===== src/ttc_regs.vh =====
// register map, field positions and codes of the triple timer/counter
// Function
// - three 16-bit timers, two with pins
// - internal timer prescales the others
// - counter readable and writable while running
// - maximum-count register sets terminal value
// - pin timers alternate between two limits
// - pin timers may use first limit only
// - terminal count zeroes counter, raises interrupt
// - each timer halts or continues at terminal
// - pin timers count processor clock or pin
// - pin timers restart on trigger event
`ifndef TTC_REGS_VH
`define TTC_REGS_VH

// ------------------------------------------------------------
// address layout: timer n at n*0x10, status at 0x30
// ------------------------------------------------------------
`define TTC_SEL_CNT   2'h0
`define TTC_SEL_MAXA  2'h1
`define TTC_SEL_MAXB  2'h2
`define TTC_SEL_CTRL  2'h3
`define TTC_IDX_NONE  2'h3
`define TTC_STAT_ADDR 8'h30

// ------------------------------------------------------------
// control register fields
// ------------------------------------------------------------
`define TTC_C_EN     0
`define TTC_C_INTEN  1
`define TTC_C_CONT   2
`define TTC_C_ALT    3
`define TTC_C_EXT    4
`define TTC_C_RETRIG 5
`define TTC_C_PRE    6
`define TTC_C_W      7
`define TTC_CTRL_RST 7'h00
`define TTC_T2_MASK  7'h07
`define TTC_MAX_RST  16'h0000
`define TTC_CNT_RST  16'h0000
`define TTC_STAT_RST 3'h0

// ------------------------------------------------------------
// bus answers
// ------------------------------------------------------------
`define TTC_RESP_OK  2'h0
`define TTC_RESP_ERR 2'h2
`define TTC_RD_ZERO  32'h0000_0000

`endif


===== src/ttc_sync.v =====
// two-flop synchroniser for the timer pins
`timescale 1ns/100ps
module ttc_sync (
  // clock and reset
  input  wire       aclk,
  input  wire       aresetn,
  // pins in, synchronised level out
  input  wire [1:0] din,
  output reg  [1:0] dout
);

  reg [1:0] meta;

  always @(posedge aclk) begin
    if (!aresetn) begin
      meta <= 2'h0;
      dout <= 2'h0;
    end else begin
      meta <= din;
      dout <= meta;
    end
  end

endmodule // ttc_sync


===== src/ttc_chan.v =====
// one 16-bit timer/counter channel
`timescale 1ns/100ps
`include "ttc_regs.vh"
module ttc_chan (
  // clock and reset
  input  wire        aclk,
  input  wire        aresetn,
  // mode
  input  wire        run,
  input  wire        alt,
  input  wire        use_ext,
  input  wire        use_pre,
  input  wire        retrig,
  // tick sources
  input  wire        in_rise,
  input  wire        pre_tc,
  // limits
  input  wire [15:0] max_a,
  input  wire [15:0] max_b,
  // software load
  input  wire        load,
  input  wire [15:0] load_val,
  // state
  output reg  [15:0] count,
  output reg         use_b,
  output wire        tc
);

  wire        tick;
  wire [15:0] limit;
  wire [15:0] inc;

  // internal clock, pin edge or prescaler terminal count
  assign tick  = run & (use_ext ? in_rise : (use_pre ? pre_tc : 1'b1));
  assign limit = use_b ? max_b : max_a;
  assign inc   = count + 16'h0001;
  assign tc    = tick & (inc == limit);

  always @(posedge aclk) begin
    if (!aresetn) begin
      count <= `TTC_CNT_RST;
      use_b <= 1'b0;
    end else begin
      if (load) begin
        count <= load_val;
      end else if (retrig & ~use_ext & in_rise) begin
        count <= `TTC_CNT_RST;
      end else if (tc) begin
        count <= `TTC_CNT_RST;
      end else if (tick) begin
        count <= inc;
      end
      if (!alt) begin
        use_b <= 1'b0;
      end else if (tc) begin
        use_b <= ~use_b;
      end
    end
  end

endmodule // ttc_chan


===== src/ttc_top.v =====
// triple timer/counter with AXI4-Lite register slave
`timescale 1ns/100ps
`include "ttc_regs.vh"
module ttc_top (
  // clock and reset
  input  wire        aclk,
  input  wire        aresetn,
  // write address channel
  input  wire [7:0]  awaddr,
  input  wire [2:0]  awprot,
  input  wire        awvalid,
  output wire        awready,
  // write data channel
  input  wire [31:0] wdata,
  input  wire [3:0]  wstrb,
  input  wire        wvalid,
  output wire        wready,
  // write response channel
  output reg  [1:0]  bresp,
  output reg         bvalid,
  input  wire        bready,
  // read address channel
  input  wire [7:0]  araddr,
  input  wire [2:0]  arprot,
  input  wire        arvalid,
  output wire        arready,
  // read data channel
  output reg  [31:0] rdata,
  output reg  [1:0]  rresp,
  output reg         rvalid,
  input  wire        rready,
  // timer pins, clock or trigger of timers 0 and 1
  input  wire [1:0]  ext_in,
  // terminal-count requests to the interrupt controller
  output wire [2:0]  tc_irq
);

  // ------------------------------------------------------------
  // helpers
  // ------------------------------------------------------------
  function [15:0] merge16;
    input [15:0] old;
    input [31:0] data;
    input [3:0]  strb;
    begin
      merge16 = old;
      if (strb[0]) begin
        merge16[7:0] = data[7:0];
      end
      if (strb[1]) begin
        merge16[15:8] = data[15:8];
      end
    end
  endfunction

  // address falls below 0x40: the three timer slots and the status word
  function in_tmr;
    input [7:0] a;
    begin
      in_tmr = (a[7:6] == 2'h0);
    end
  endfunction

  // word-aligned and inside the map
  function addr_ok;
    input [7:0] a;
    begin
      addr_ok = (a[1:0] == 2'h0) &&
                ((a == `TTC_STAT_ADDR) ||
                 (in_tmr(a) && (a[5:4] != `TTC_IDX_NONE) &&
                  !((a[5:4] == 2'h2) && (a[3:2] == `TTC_SEL_MAXB))));
    end
  endfunction

  // one register of timer n
  function reg_hit;
    input [7:0] a;
    input [1:0] n;
    input [1:0] sel;
    begin
      reg_hit = in_tmr(a) && (a[5:4] == n) && (a[3:2] == sel);
    end
  endfunction

  // ------------------------------------------------------------
  // state
  // ------------------------------------------------------------
  reg  [`TTC_C_W-1:0] ctrl [0:2];
  reg  [15:0]         max_a [0:2];
  reg  [15:0]         max_b [0:1];
  reg  [2:0]          done;
  reg  [1:0]          pin_prev;
  wire [1:0]          pin_lvl;
  wire [1:0]          pin_rise;
  wire [15:0]         cnt [0:2];
  wire [2:0]          use_b;
  wire [2:0]          tc;

  // write side of the bus
  reg         aw_full;
  reg         w_full;
  reg  [7:0]  aw_addr_q;
  reg  [31:0] w_data_q;
  reg  [3:0]  w_strb_q;
  wire        aw_fire;
  wire        w_fire;
  wire        wr_go;
  wire [7:0]  wa;
  wire [31:0] wd;
  wire [3:0]  ws;
  wire        wr_ok;
  wire [1:0]  w_idx;
  wire [1:0]  w_sel;
  wire [2:0]  load;
  reg  [31:0] rd_val;
  integer     i;

  // ------------------------------------------------------------
  // pin synchronisation and edge detection
  // ------------------------------------------------------------
  ttc_sync u_sync (
    .aclk    (aclk),
    .aresetn (aresetn),
    .din     (ext_in),
    .dout    (pin_lvl)
  );

  always @(posedge aclk) begin
    if (!aresetn) begin
      pin_prev <= 2'h0;
    end else begin
      pin_prev <= pin_lvl;
    end
  end

  assign pin_rise = pin_lvl & ~pin_prev;

  // ------------------------------------------------------------
  // three channels
  // ------------------------------------------------------------
  ttc_chan u_ch0 (
    .aclk     (aclk),
    .aresetn  (aresetn),
    .run      (ctrl[0][`TTC_C_EN]),
    .alt      (ctrl[0][`TTC_C_ALT]),
    .use_ext  (ctrl[0][`TTC_C_EXT]),
    .use_pre  (ctrl[0][`TTC_C_PRE]),
    .retrig   (ctrl[0][`TTC_C_RETRIG]),
    .in_rise  (pin_rise[0]),
    .pre_tc   (tc[2]),
    .max_a    (max_a[0]),
    .max_b    (max_b[0]),
    .load     (load[0]),
    .load_val (merge16(cnt[0], wd, ws)),
    .count    (cnt[0]),
    .use_b    (use_b[0]),
    .tc       (tc[0])
  );

  ttc_chan u_ch1 (
    .aclk     (aclk),
    .aresetn  (aresetn),
    .run      (ctrl[1][`TTC_C_EN]),
    .alt      (ctrl[1][`TTC_C_ALT]),
    .use_ext  (ctrl[1][`TTC_C_EXT]),
    .use_pre  (ctrl[1][`TTC_C_PRE]),
    .retrig   (ctrl[1][`TTC_C_RETRIG]),
    .in_rise  (pin_rise[1]),
    .pre_tc   (tc[2]),
    .max_a    (max_a[1]),
    .max_b    (max_b[1]),
    .load     (load[1]),
    .load_val (merge16(cnt[1], wd, ws)),
    .count    (cnt[1]),
    .use_b    (use_b[1]),
    .tc       (tc[1])
  );

  // internal timer: no pin, no second limit
  ttc_chan u_ch2 (
    .aclk     (aclk),
    .aresetn  (aresetn),
    .run      (ctrl[2][`TTC_C_EN]),
    .alt      (1'b0),
    .use_ext  (1'b0),
    .use_pre  (1'b0),
    .retrig   (1'b0),
    .in_rise  (1'b0),
    .pre_tc   (1'b0),
    .max_a    (max_a[2]),
    .max_b    (max_a[2]),
    .load     (load[2]),
    .load_val (merge16(cnt[2], wd, ws)),
    .count    (cnt[2]),
    .use_b    (use_b[2]),
    .tc       (tc[2])
  );

  // one-cycle request on the terminal-count cycle
  assign tc_irq[0] = tc[0] & ctrl[0][`TTC_C_INTEN];
  assign tc_irq[1] = tc[1] & ctrl[1][`TTC_C_INTEN];
  assign tc_irq[2] = tc[2] & ctrl[2][`TTC_C_INTEN];

  // ------------------------------------------------------------
  // write channels: address and data taken in either order
  // ------------------------------------------------------------
  assign awready = ~aw_full & ~bvalid;
  assign wready  = ~w_full & ~bvalid;
  assign aw_fire = awvalid & awready;
  assign w_fire  = wvalid & wready;
  assign wr_go   = (aw_full | aw_fire) & (w_full | w_fire) & ~bvalid;
  assign wa      = aw_full ? aw_addr_q : awaddr;
  assign wd      = w_full ? w_data_q : wdata;
  assign ws      = w_full ? w_strb_q : wstrb;
  assign wr_ok   = wr_go & addr_ok(wa);
  assign w_idx   = wa[5:4];
  assign w_sel   = wa[3:2];

  // a counter write overrides any tick in the same cycle
  assign load[0] = wr_ok & reg_hit(wa, 2'h0, `TTC_SEL_CNT);
  assign load[1] = wr_ok & reg_hit(wa, 2'h1, `TTC_SEL_CNT);
  assign load[2] = wr_ok & reg_hit(wa, 2'h2, `TTC_SEL_CNT);

  // the response blocks new address and data until it is taken
  always @(posedge aclk) begin
    if (!aresetn) begin
      aw_full   <= 1'b0;
      w_full    <= 1'b0;
      aw_addr_q <= 8'h00;
      w_data_q  <= 32'h0000_0000;
      w_strb_q  <= 4'h0;
      bvalid    <= 1'b0;
      bresp     <= `TTC_RESP_OK;
    end else begin
      if (wr_go) begin
        aw_full <= 1'b0;
        w_full  <= 1'b0;
        bvalid  <= 1'b1;
        bresp   <= addr_ok(wa) ? `TTC_RESP_OK : `TTC_RESP_ERR;
      end else begin
        if (aw_fire) begin
          aw_full   <= 1'b1;
          aw_addr_q <= awaddr;
        end
        if (w_fire) begin
          w_full   <= 1'b1;
          w_data_q <= wdata;
          w_strb_q <= wstrb;
        end
        if (bvalid & bready) begin
          bvalid <= 1'b0;
        end
      end
    end
  end

  // ------------------------------------------------------------
  // control, limits and sticky terminal-count flags
  // ------------------------------------------------------------
  always @(posedge aclk) begin
    if (!aresetn) begin
      for (i = 0; i < 3; i = i + 1) begin
        ctrl[i]  <= `TTC_CTRL_RST;
        max_a[i] <= `TTC_MAX_RST;
      end
      max_b[0] <= `TTC_MAX_RST;
      max_b[1] <= `TTC_MAX_RST;
      done     <= `TTC_STAT_RST;
    end else begin
      for (i = 0; i < 3; i = i + 1) begin
        // single-shot mode stops the timer at terminal count
        if (tc[i] & ~ctrl[i][`TTC_C_CONT]) begin
          ctrl[i][`TTC_C_EN] <= 1'b0;
        end
        if (wr_ok && in_tmr(wa) && (w_idx == i[1:0])) begin
          if ((w_sel == `TTC_SEL_CTRL) && ws[0]) begin
            if (i == 2) begin
              ctrl[i] <= wd[`TTC_C_W-1:0] & `TTC_T2_MASK;
            end else begin
              ctrl[i] <= wd[`TTC_C_W-1:0];
            end
          end
          if (w_sel == `TTC_SEL_MAXA) begin
            max_a[i] <= merge16(max_a[i], wd, ws);
          end
          if ((w_sel == `TTC_SEL_MAXB) && (i < 2)) begin
            max_b[i] <= merge16(max_b[i], wd, ws);
          end
        end
      end
      // write one to clear, a new terminal count wins
      if (wr_ok && (wa == `TTC_STAT_ADDR) && ws[0]) begin
        done <= (done & ~wd[2:0]) | tc;
      end else begin
        done <= done | tc;
      end
    end
  end

  // ------------------------------------------------------------
  // read channels
  // ------------------------------------------------------------
  // unmapped reads answer zero with an error code
  assign arready = ~rvalid;

  always @* begin
    rd_val = `TTC_RD_ZERO;
    if (araddr == `TTC_STAT_ADDR) begin
      rd_val[2:0] = done;
    end else begin
      case (araddr[5:4])
        2'h0, 2'h1, 2'h2: begin
          case (araddr[3:2])
            `TTC_SEL_CNT:  rd_val[15:0] = cnt[araddr[5:4]];
            `TTC_SEL_MAXA: rd_val[15:0] = max_a[araddr[5:4]];
            `TTC_SEL_MAXB: begin
              if (araddr[5:4] != 2'h2) begin
                rd_val[15:0] = max_b[araddr[4]];
              end
            end
            default: begin
              rd_val[`TTC_C_W-1:0] = ctrl[araddr[5:4]];
              rd_val[`TTC_C_W]     = use_b[araddr[5:4]];
            end
          endcase
        end
        default: rd_val = `TTC_RD_ZERO;
      endcase
    end
  end

  always @(posedge aclk) begin
    if (!aresetn) begin
      rvalid <= 1'b0;
      rdata  <= `TTC_RD_ZERO;
      rresp  <= `TTC_RESP_OK;
    end else begin
      if (arvalid & arready) begin
        rvalid <= 1'b1;
        rdata  <= addr_ok(araddr) ? rd_val : `TTC_RD_ZERO;
        rresp  <= addr_ok(araddr) ? `TTC_RESP_OK : `TTC_RESP_ERR;
      end else if (rvalid & rready) begin
        rvalid <= 1'b0;
      end
    end
  end

endmodule // ttc_top


===== config.mk =====
export PLATFORM = sky130hd
export DESIGN_NAME = ttc_top
export DESIGN_NICKNAME = d
export VERILOG_FILES = /design/src/ttc_sync.v /design/src/ttc_chan.v /design/src/ttc_top.v
export VERILOG_INCLUDE_DIRS = /design/src
export SDC_FILE = /design/constraint.sdc
export NUM_CORES = 1
export LEC_CHECK = 0
export BUFFER_PORTS_ARGS = -buffer_cell sky130_fd_sc_hd__buf_2
export CORE_MARGIN = 4
export CORE_UTILIZATION = 35
export DETAILED_ROUTE_END_ITERATION = 6
export GPL_ROUTABILITY_DRIVEN = 1
export GPL_TIMING_DRIVEN = 0
export PLACE_DENSITY = 0.63
export SYNTH_ARGS = -nofsm -noshare
export SYNTH_HDL_FRONTEND = slang
export SYNTH_SLANG_ARGS = --single-unit

===== constraint.sdc =====
create_clock -name aclk -period 4.8 [get_ports aclk]
set_input_delay 0.48 -clock aclk [delete_from_list [all_inputs] [get_ports aclk]]
set_output_delay 0.48 -clock aclk [all_outputs]
set_load 0.03 [all_outputs]

==> results.yml, run 1 <==
placed_design:
  gp_congestion: 0.976
  place_inst: 1903
  dp_hpwl_um: 33700
  portBuffers: 64
  dp_slack_ps: 479
synthesis:
  ys_types: 80
  synth_edf_count: 97
  yosys_warnings: 0
  avgSynthCellArea_um2: 8.90
  synth-seq-cells: 204
  synthArstFlopShare: 0
  syn_inst: 1367
  yosys_most_used_dff: "dfxtp_1"
  synth_area_um2: 12200
  seq_area_frac_synth: 0.415
worst_setup_path:
  crit_arrival_ps: 4160
  crit_required_ps: 4320
  crit_path_frequent_cell: "nor4_1"
  slowest_stage: "dfxtp_1"
  cp-start-kind: "flop"
  critical-path-top-delay-family: "simple AND/OR/NAND/NOR gates"
  path_max_fanout: 10
  path_cells: "ha_1 -> nand3_1 -> clkbuf_1 -> nor4_1 -> xnor2_1 -> o21ai_0 -> nor4_2 -> nor2_1 -> nor4_1 -> buf_2"
  path_buf_inv: 2
  worstSetupPathType: "flop to output port"
  cp-end-kind: "output port"
  max_stage_delay_ps: 510
cts:
  numCtsBuffers: 26
  clkLatencyLatePin_ps: 540
  cts_hold_buf: 0
  clkTransAtPathRegs_ps: 50
  cts.sinks: 204
  tritoncts: "done"
  cts-root-buf: "clkbuf_16"
  clock_path_buffers: 3
  ctsHtreeMaxLevel: 1
floorplanning:
  dieArea_um2: 37800
  fp.dieW_um: 194
  core_um2: 34500
  dieHeight_um: 194
  ioPinCount: 111
  start_util: 0.353
  rows: 68
sta:
  postLayoutSetupSlackWorst_ps: 163
  rsz0062_at_grt: "false"
  worstMarginPinSlew_ps: 1380
  setup_viol: 0
  fin_crit_sh: 0.966
  skew_ps: 17.5
  timing.fmax_ghz: 0.216
  final.setup.tns_ps: 0
  slew_viol_final: 0
  hold_viol: 0
  min_period_ps: 4640
  slew_headroom: 0.0707
final_layout:
  area_growth_pct: 14.6
  layout_commonest_cell: "nor2_1"
  nets: 1546
  drive_gt1_frac: 0.116
  stdcell_count: 1950
  nFillCells: 3436
  layout_common_cells: "nor2_1 (152), nand2_1 (137), mux2i_1 (107), dfxtp_1 (107), edfxtp_1 (97)"
run_status:
  outcome: "complete, no violations"
route:
  vias_per_cell: 5.88
  antenna_left: 0
  drt_pre_antenna_iters: 6
  drc: 0
  routed_wl_um: 43300
  num_vias: 11460
  wire_per_inst_um: 22.2
  drt_iter0_drc: 1257
job:
  maxCapViolations: 0
global_route:
  grt_max_degree: 14
  grt_overflow: 0
  grt_usage: 0.216
  first_global_vias: 10519
  grt_pass1_wl_um: 64200
  antenna_found_initial: 1
hold_path:
  hold_path.class: "input port to flop"
power:
  p_per_area_nw_per_um2: 312
  leakagePower_nw: 4.88
  total_power_mw: 4.35
  irDropWorstVdd_mv: 0.219
## Yosys cell counts (6+ instances only)
library cell,count,area (um^2)
nor2_1,152,571
nand2_1,137,514
dfxtp_1,107,2140
mux2i_1,107,1070
edfxtp_1,97,2910
a21oi_1,95,475
o21ai_0,86,430
clkbuf_1,71,267
xnor2_1,56,490
nand3_1,30,150
nor3_1,27,135
o211ai_1,26,195
inv_1,21,78.8
o22ai_1,21,131
buf_4,20,150
o32ai_1,20,175
nand4_1,19,119
buf_2,17,85.1
nor4_1,17,106
a22oi_1,16,120
xor2_1,16,140
and2_1,14,87.6
and3_1,14,87.6
a32o_1,13,130
nand2b_1,12,75.1
nor2b_1,10,62.6
o32a_1,9,90.1
a31oi_1,8,50.1
mux2_2,8,90.1
o21a_1,8,60.1
nor3b_1,6,45.0
or3_1,6,37.5
or4_1,6,45.0
## sequential cells by signal, indices dropped and copies added, names as in the netlist, 2 cells and up
name	cells
pin_prev	2
aw_addr_q	8
rdata	16
done	3
max_b	32
u_ch0.count	16
u_sync.dout	2
w_strb_q	2
ctrl	17
u_ch1.count	16
u_ch2.count	16
max_a	48
u_sync.meta	2
w_data_q	16
## area by class of cell
type | instances | area (um^2) | area share
clock inverter | 8 | 103 | 0.00736
antenna | 1 | 2.50 | 0.000179
tap | 455 | 569 | 0.0408
timing repair buffer | 64 | 320 | 0.0230
inverter | 22 | 82.6 | 0.00592
buffer | 115 | 549 | 0.0394
clock buffer | 38 | 716 | 0.0513
sequential | 204 | 5050 | 0.362
multi-input combinational | 1043 | 6550 | 0.470
## worst paths after layout
path / start / to / slack [ps] / cells past startpoint
min: rready / rvalid$_SDFFE_PN0P_ / 140 / 2
max reg2reg: aw_full$_SDFFE_PP0P_ / u_ch0.count[13]$_SDFFE_PN0P_ / 360 / 11
max: u_ch2.count[1]$_SDFFE_PN0P_ / tc_irq[0] / 160 / 10
min reg2reg: u_sync.meta[1]$_SDFF_PN0_ / u_sync.dout[1]$_SDFF_PN0_ / 430 / 1
## routing by layer
layer | GRT usage | vias up | routed length [um]
li1 | - | 5234 | -
met1 | 0.297 | 5556 | 18400
met2 | 0.347 | 573 | 19500
met3 | 0.0324 | 97 | 3560
met4 | 0.0773 | 0 | 1870
met5 | 0 | - | 0
## where the power goes
| group | internal (mW) | switching [mW] |
|---|---|---|
| Clock | 1.14 | 0.747 |
| Sequential | 1.88 | 0.0435 |
| Combinational | 0.169 | 0.374 |
## through the flow
| step | hold slack, ps | util | cell area, um^2 |
|---|---|---|---|
| 2_1_floorplan | 412 | - | 12200 |
| 3_3_place_gp | 417 | 0.381 | 13100 |
| 3_5_place_dp | 423 | 0.381 | 13100 |
| 4_1_cts | 117 | 0.405 | 13900 |
| 5_1_grt | 116 | 0.405 | 13900 |
| 6_report | 136 | 0.405 | 13900 |
## logic make-up (layout without fill, tap and decap cells)
logic type,Yosys count,count (layout),synth area share
adder cells (fa/ha/maj),3,3,0.00309
AO/OA/AOI/OAI,350,350,0.187
multiplexers,115,115,0.0954
other,1,19,0.000308
XOR/XNOR,72,72,0.0518
flip-flops,204,204,0.415
buffers and inverters,137,247,0.0517
AND/OR/NAND/NOR,485,485,0.195
## what timing repair did
item,CTS,global route
buffers inserted,0,0
setup endpoints to repair,0,1
gates resized for setup,0,1
Power figures use the tool's default switching activity.
==> run 2: changes to the inputs <==
Settings changed: CORE_UTILIZATION 35 to 50, PLACE_DENSITY 0.63 to 0.83.
Clock period 4.8 ns to 4.2 ns, I/O delays scaled along.
==> results.yml, run 2 (synthesis results as in run 1) <==
floorplanning:
  dieHeight_um: 164
  dieArea_um2: 26900
  start_util: 0.514
  rows: 56
  ioPinCount: 111
  core_um2: 23700
  fp.dieW_um: 164
worst_setup_path:
  reg2reg_slack_ps: 280
  path_buf_inv: 1
  worst-r2r-cell-count: 11
  cp-start-kind: "flop"
  worstSetupPathType: "flop to output port"
  regToRegEndpoint: "u_ch0.count[13]$_SDFFE_PN0P_"
  crit_arrival_ps: 3750
  crit_path_start: "u_ch0.count[0]$_SDFFE_PN0P_"
  slowest_stage: "or4_1"
  crit_required_ps: 3780
  path_cells: "ha_1 -> nand4_1 -> or4_1 -> xnor2_1 -> nand4b_1 -> a211oi_2 -> nand2_1 -> nor4_1 -> buf_2"
  critical-path-top-delay-family: "simple AND/OR/NAND/NOR gates"
  path_max_fanout: 7
  max_stage_delay_ps: 560
  r2r-start: "aw_full$_SDFFE_PP0P_"
  cp-end-kind: "output port"
cts:
  tritoncts: "done"
  ctsHtreeMaxLevel: 1
  cts-root-buf: "clkbuf_16"
  cts_hold_buf: 0
  clkTransAtPathRegs_ps: 60
  clock_path_buffers: 3
  cts.sinks: 204
  clkLatencyLatePin_ps: 530
  numCtsBuffers: 24
hold_path:
  hp-start: "rready"
  whs_path_depth: 2
  hold_end: "rvalid$_SDFFE_PN0P_"
  hold_path.class: "input port to flop"
final_layout:
  n_antenna_cell: 0
  area_growth_pct: 14.7
  largestRegisters: "max_a (48), max_b (32), ctrl (17)"
  largest_register_ffs: 48
  layout_commonest_cell: "nor2_1"
  nets: 1547
  top_register: "max_a"
  layout_common_cells: "nor2_1 (152), nand2_1 (135), mux2i_1 (105)"
  drive_gt1_frac: 0.139
  stdcell_count: 1813
power:
  p_per_area_nw_per_um2: 353
  irDropWorstVdd_mv: 0.336
  leakagePower_nw: 4.93
job:
  maxCapViolations: 0
sta:
  min_period_ps: 4170
  worstMarginPinSlew_ps: 1370
  setup_viol: 0
  timing.fmax_ghz: 0.240
  slew_viol_final: 0
  fin_crit_sh: 0.993
  hold_viol: 0
  skew_ps: 13.9
  rsz0062_at_grt: "true"
  final.setup.tns_ps: 0
  slew_headroom: 0.0792
route:
  drc: 0
  routed_wl_um: 42000
  drt_pre_antenna_iters: 5
  wire_per_inst_um: 23.2
  antenna_left: 0
  drt_iter0_drc: 1589
  num_vias: 11783
  vias_per_cell: 6.50
placed_design:
  gp_congestion: 0.992
  portBuffers: 64
  place_inst: 1767
  dp_hpwl_um: 32100
global_route:
  grt_pass1_wl_um: 63200
  antenna_found_initial: 0
  grt_max_degree: 14
  first_global_vias: 11120
  grt_overflow: 0
  grt_usage: 0.304
run_status:
  outcome: "complete, no violations"
run 2: cell types whose count changed in the layout (fill, tap and decap cells not counted), sizes merged:
cell / before / now
clkbuf: 110 / 107
clkinvlp: 1 / 2
bufinv: 2 / 1
diode: 1 / 0
clkinv: 5 / 6
inv: 22 / 24
run 2: per-layer routing:
layer	vias to the layer above	routed length, um	track usage
met3	150	4670	0.0550
met2	766	18200	0.472
met4	0	2550	0.160
met5	-	0	0
li1	5235	-	-
met1	5632	16500	0.408
run 2: power by group:
group | internal [mW] | leakage (nW) | total [mW] | switching [mW]
logic | 0.198 | 2.67 | 0.625 | 0.427
clock network | 1.22 | 0.391 | 2.10 | 0.880
registers | 2.14 | 1.87 | 2.20 | 0.0531
run 2: repair_timing:
item                                    CTS  global route
buffers inserted                          2             2
pin swaps                                 1             3
gates resized for setup                  20            26
endpoints found under the setup margin    5             8
run 2: layout make-up:
type / count / area (um^2)
Fill cell: 2145 / 9730
Multi-Input combinational cell: 1043 / 6680
Sequential cell: 204 / 5060
Clock buffer: 32 / 691
Buffer: 114 / 579
Tap cell: 319 / 399
Timing Repair Buffer: 68 / 353
Clock inverter: 11 / 105
Inverter: 22 / 82.6
run 2: worst max-delay path by stage:
stage / end / slack [ps] / depth (start not counted)
floorplan: tc_irq[0] / 700 / 8
global placement: u_ch0.count[13]$_SDFFE_PN0P_ / -20 / 11
detailed placement: u_ch0.count[13]$_SDFFE_PN0P_ / -20 / 11
CTS: tc_irq[0] / 8 / 9
global route: tc_irq[0] / -40 / 9
finish: tc_irq[0] / 30 / 9
run 2: worst reg2reg max path, cell delays in order, from the launching register on:
cell and delay [ps]:
dfxtp_1 300, clkbuf_1 280, clkbuf_1 520, mux2i_4 580, nand3_1 320, clkbuf_1 360, o21a_1 320, o2bb2ai_1 190
or2_2 290, clkbuf_1 210, a21o_1 210, a31o_2 230
run 2: per-stage QoR:
| stage | total power, mW | hold slack (ps) | setup WS (ps) | instance area, um^2 | utilization |
|---|---|---|---|---|---|
| 2_1_floorplan | 2.62 | 412 | 703 | 12200 | - |
| 3_3_place_gp | 2.82 | 420 | -20.7 | 13000 | 0.547 |
| 3_5_place_dp | 2.83 | 424 | -19.0 | 13000 | 0.547 |
| 4_1_cts | 4.90 | 79.0 | 7.76 | 13800 | 0.584 |
| 5_1_grt | 5.04 | 79.7 | -43.6 | 14000 | 0.589 |
| 6_report | 4.92 | 85.2 | 30.5 | 14000 | 0.589 |
==> run 3: changes to the inputs <==
Settings changed: ABC_AREA set to 1, GPL_ROUTABILITY_DRIVEN 1 to not set, PLACE_DENSITY 0.83 to 0.82.
==> results.yml, run 3 <==
run_status:
  outcome: "complete, no violations"
sta:
  timing.fmax_ghz: 0.252
  slew_headroom: 0.0896
  skew_ps: 12.0
  worstMarginPinSlew_ps: 1350
  min_period_ps: 3970
  fin_crit_sh: 0.946
  hold_viol: 0
  setup_viol: 0
  final.setup.tns_ps: 0
  slew_viol_final: 0
  rsz0062_at_grt: "false"
floorplanning:
  fp.dieW_um: 168
  core_um2: 25300
  rows: 58
  dieHeight_um: 168
  start_util: 0.510
  dieArea_um2: 28400
  ioPinCount: 111
final_layout:
  layout_commonest_cell: "nand2_1"
  largestRegisters: "max_a (48), max_b (32), ctrl (17)"
  nFillCells: 2445
  multiInputGateArea_um2: 6550
  top_register: "max_a"
  final_util: 0.571
  layout_common_cells: "nand2_1 (566), nor2_1 (253), inv_1 (228)"
  nets: 2118
  stdcell_area_um2: 14400
  stdcell_count: 2394
  n_antenna_cell: 0
  drive_gt1_frac: 0.0969
  largest_register_ffs: 48
  area_growth_pct: 12.0
  ff_latch_area_um2: 5050
worst_setup_path:
  worst-r2r-cell-count: 21
  slowest_stage: "dfxtp_1"
  cp-end-kind: "output port"
  worstSetupPathType: "flop to output port"
  crit_path_frequent_cell: "nand2_1"
  critical-path-top-delay-family: "simple AND/OR/NAND/NOR gates"
  path_buf_inv: 3
  cp-start-kind: "flop"
  cp.depth: 17
  path_max_fanout: 7
  crit_arrival_ps: 3550
  path_cells: "ha_1 -> nand3_1 -> nor2_1 -> nand3_1 -> nand2_1 -> nand2_1 -> inv_1 -> nand2_1 -> nand2_1 -> nand2_1 -> nor2_1 -> nand2_1 -> nand2_1 -> nand2_1 -> inv_1 -> and3_1 -> buf_2"
  crit_required_ps: 3780
  max_stage_delay_ps: 540
synthesis:
  ys_types: 53
  yosysMostFrequentCell: "nand2_1"
  yosysTopAreaCellShare: 0.226
  synth_area_leaders: "edfxtp_1 (23%), dfxtp_1 (17%), nand2_1 (17%)"
  avgSynthCellArea_um2: 6.64
  synth-seq-cells: 204
  synth_area_leader_cell: "edfxtp_1"
  synth_edf_count: 97
  synthArstFlopShare: 0
  yosys_warnings: 0
  yosys-top-cells-count: "nand2_1 (566), nor2_1 (253), inv_1 (228)"
  synth_area_um2: 12900
  yosys_most_used_dff: "dfxtp_1"
  seq_area_frac_synth: 0.393
  syn_inst: 1940
placed_design:
  place_inst: 2353
  portBuffers: 66
  postPlaceCellArea_um2: 13700
  dp_hpwl_um: 37100
  gp_congestion: 1.01
cts:
  clkTransAtPathRegs_ps: 60
  postCtsSetupBuffers: 0
  cts_hold_buf: 0
  tritoncts: "done"
  cts.sinks: 204
  numCtsBuffers: 23
  ctsHtreeMaxLevel: 1
  cts-root-buf: "clkbuf_16"
  clkLatencyLatePin_ps: 520
  cts-resized-gates: 0
  clock_path_buffers: 3
global_route:
  antenna_found_initial: 0
  grt_max_degree: 16
  grt_pass1_wl_um: 69000
  first_global_vias: 12294
  grt_overflow: 0
  grt_usage: 0.314
route:
  drc: 0
  drt_pre_antenna_iters: 6
  antenna_left: 0
  num_vias: 13331
  wire_per_inst_um: 19.2
  routed_wl_um: 46000
  vias_per_cell: 5.57
  drt_iter0_drc: 1833
power:
  irDropWorstVdd_mv: 0.511
  leakagePower_nw: 6.51
  p_per_area_nw_per_um2: 371
hold_path:
  whs_path_depth: 3
  hold_path.class: "input port to flop"
job:
  maxCapViolations: 0
-- run 3: where the power goes --
part	internal, mW	switching (mW)	total, mW
registers	2.20	0.0806	2.28
logic	0.274	0.788	1.06
clock network	1.15	0.848	2.00
total	3.63	1.72	5.34
-- run 3: cells by family after synthesis --
family / share of synthesized area
and+or+nand+nor: 0.351
AOI/OAI and AO/OA: 0.141
buffers and inverters: 0.104
DFF: 0.393
xor gates and xnor gates: 0.00719
adders and majority gates: 0.00292
other: 0.000291
muxes: 0.000777
-- run 3: area by class of cell --
type	instances	area share
Buffer	84	0.0302
Tap cell	330	0.0286
Clock inverter	12	0.00877
Sequential cell	204	0.351
Multi-Input combinational cell	1430	0.454
Clock buffer	29	0.0422
Timing Repair Buffer	66	0.0229
Inverter	239	0.0626
-- run 3: per-stage QoR --
stage          worst slack (ps)  power [mW]  hold WS [ps]
2_1_floorplan              1320        2.99           390
3_3_place_gp                808        3.32           392
3_5_place_dp                837        3.34           407
4_1_cts                     319        5.31          90.7
5_1_grt                    94.9        5.55           121
6_report                    228        5.34           100
-- run 3: worst reg2reg max path: stages (launching register included) --
cell     delay (ps)
dfxtp_1         540
ha_1            280
nand3_1         170
nor2_1          310
nand3_1         110
nand2_1          70
nand2_1          70
inv_1           100
nand2_1          60
nand2_1          70
nand2_1          50
nor2_1          150
nand2_1         250
nand2_1         160
nand2_1         110
inv_1           170
nand2_2         190
buf_6           210
nand2_1          80
inv_1            30
nor2_1          120
nor2_1           60
-- run 3: path summary, 6_finish.rpt --
check | startpoint | end | slack (ps)
max reg2reg | u_ch2.count[1]$_SDFFE_PN0P_ | u_ch1.count[10]$_SDFFE_PN0P_ | 730
min reg2reg | w_data_q[6]$_SDFFE_PN0P_ | w_data_q[6]$_SDFFE_PN0P_ | 450
min | ext_in[0] | u_sync.meta[0]$_SDFF_PN0_ | 100
max | u_ch2.count[1]$_SDFFE_PN0P_ | tc_irq[1] | 230
-- run 3: metal layers --
| layer | routed length [um] | global-route usage | share of wire |
|---|---|---|---|
| met5 | 0 | 0 | 0 |
| met1 | 17800 | 0.408 | 0.39 |
| met2 | 20500 | 0.516 | 0.45 |
| met3 | 5580 | 0.0675 | 0.12 |
| met4 | 2040 | 0.122 | 0.044 |
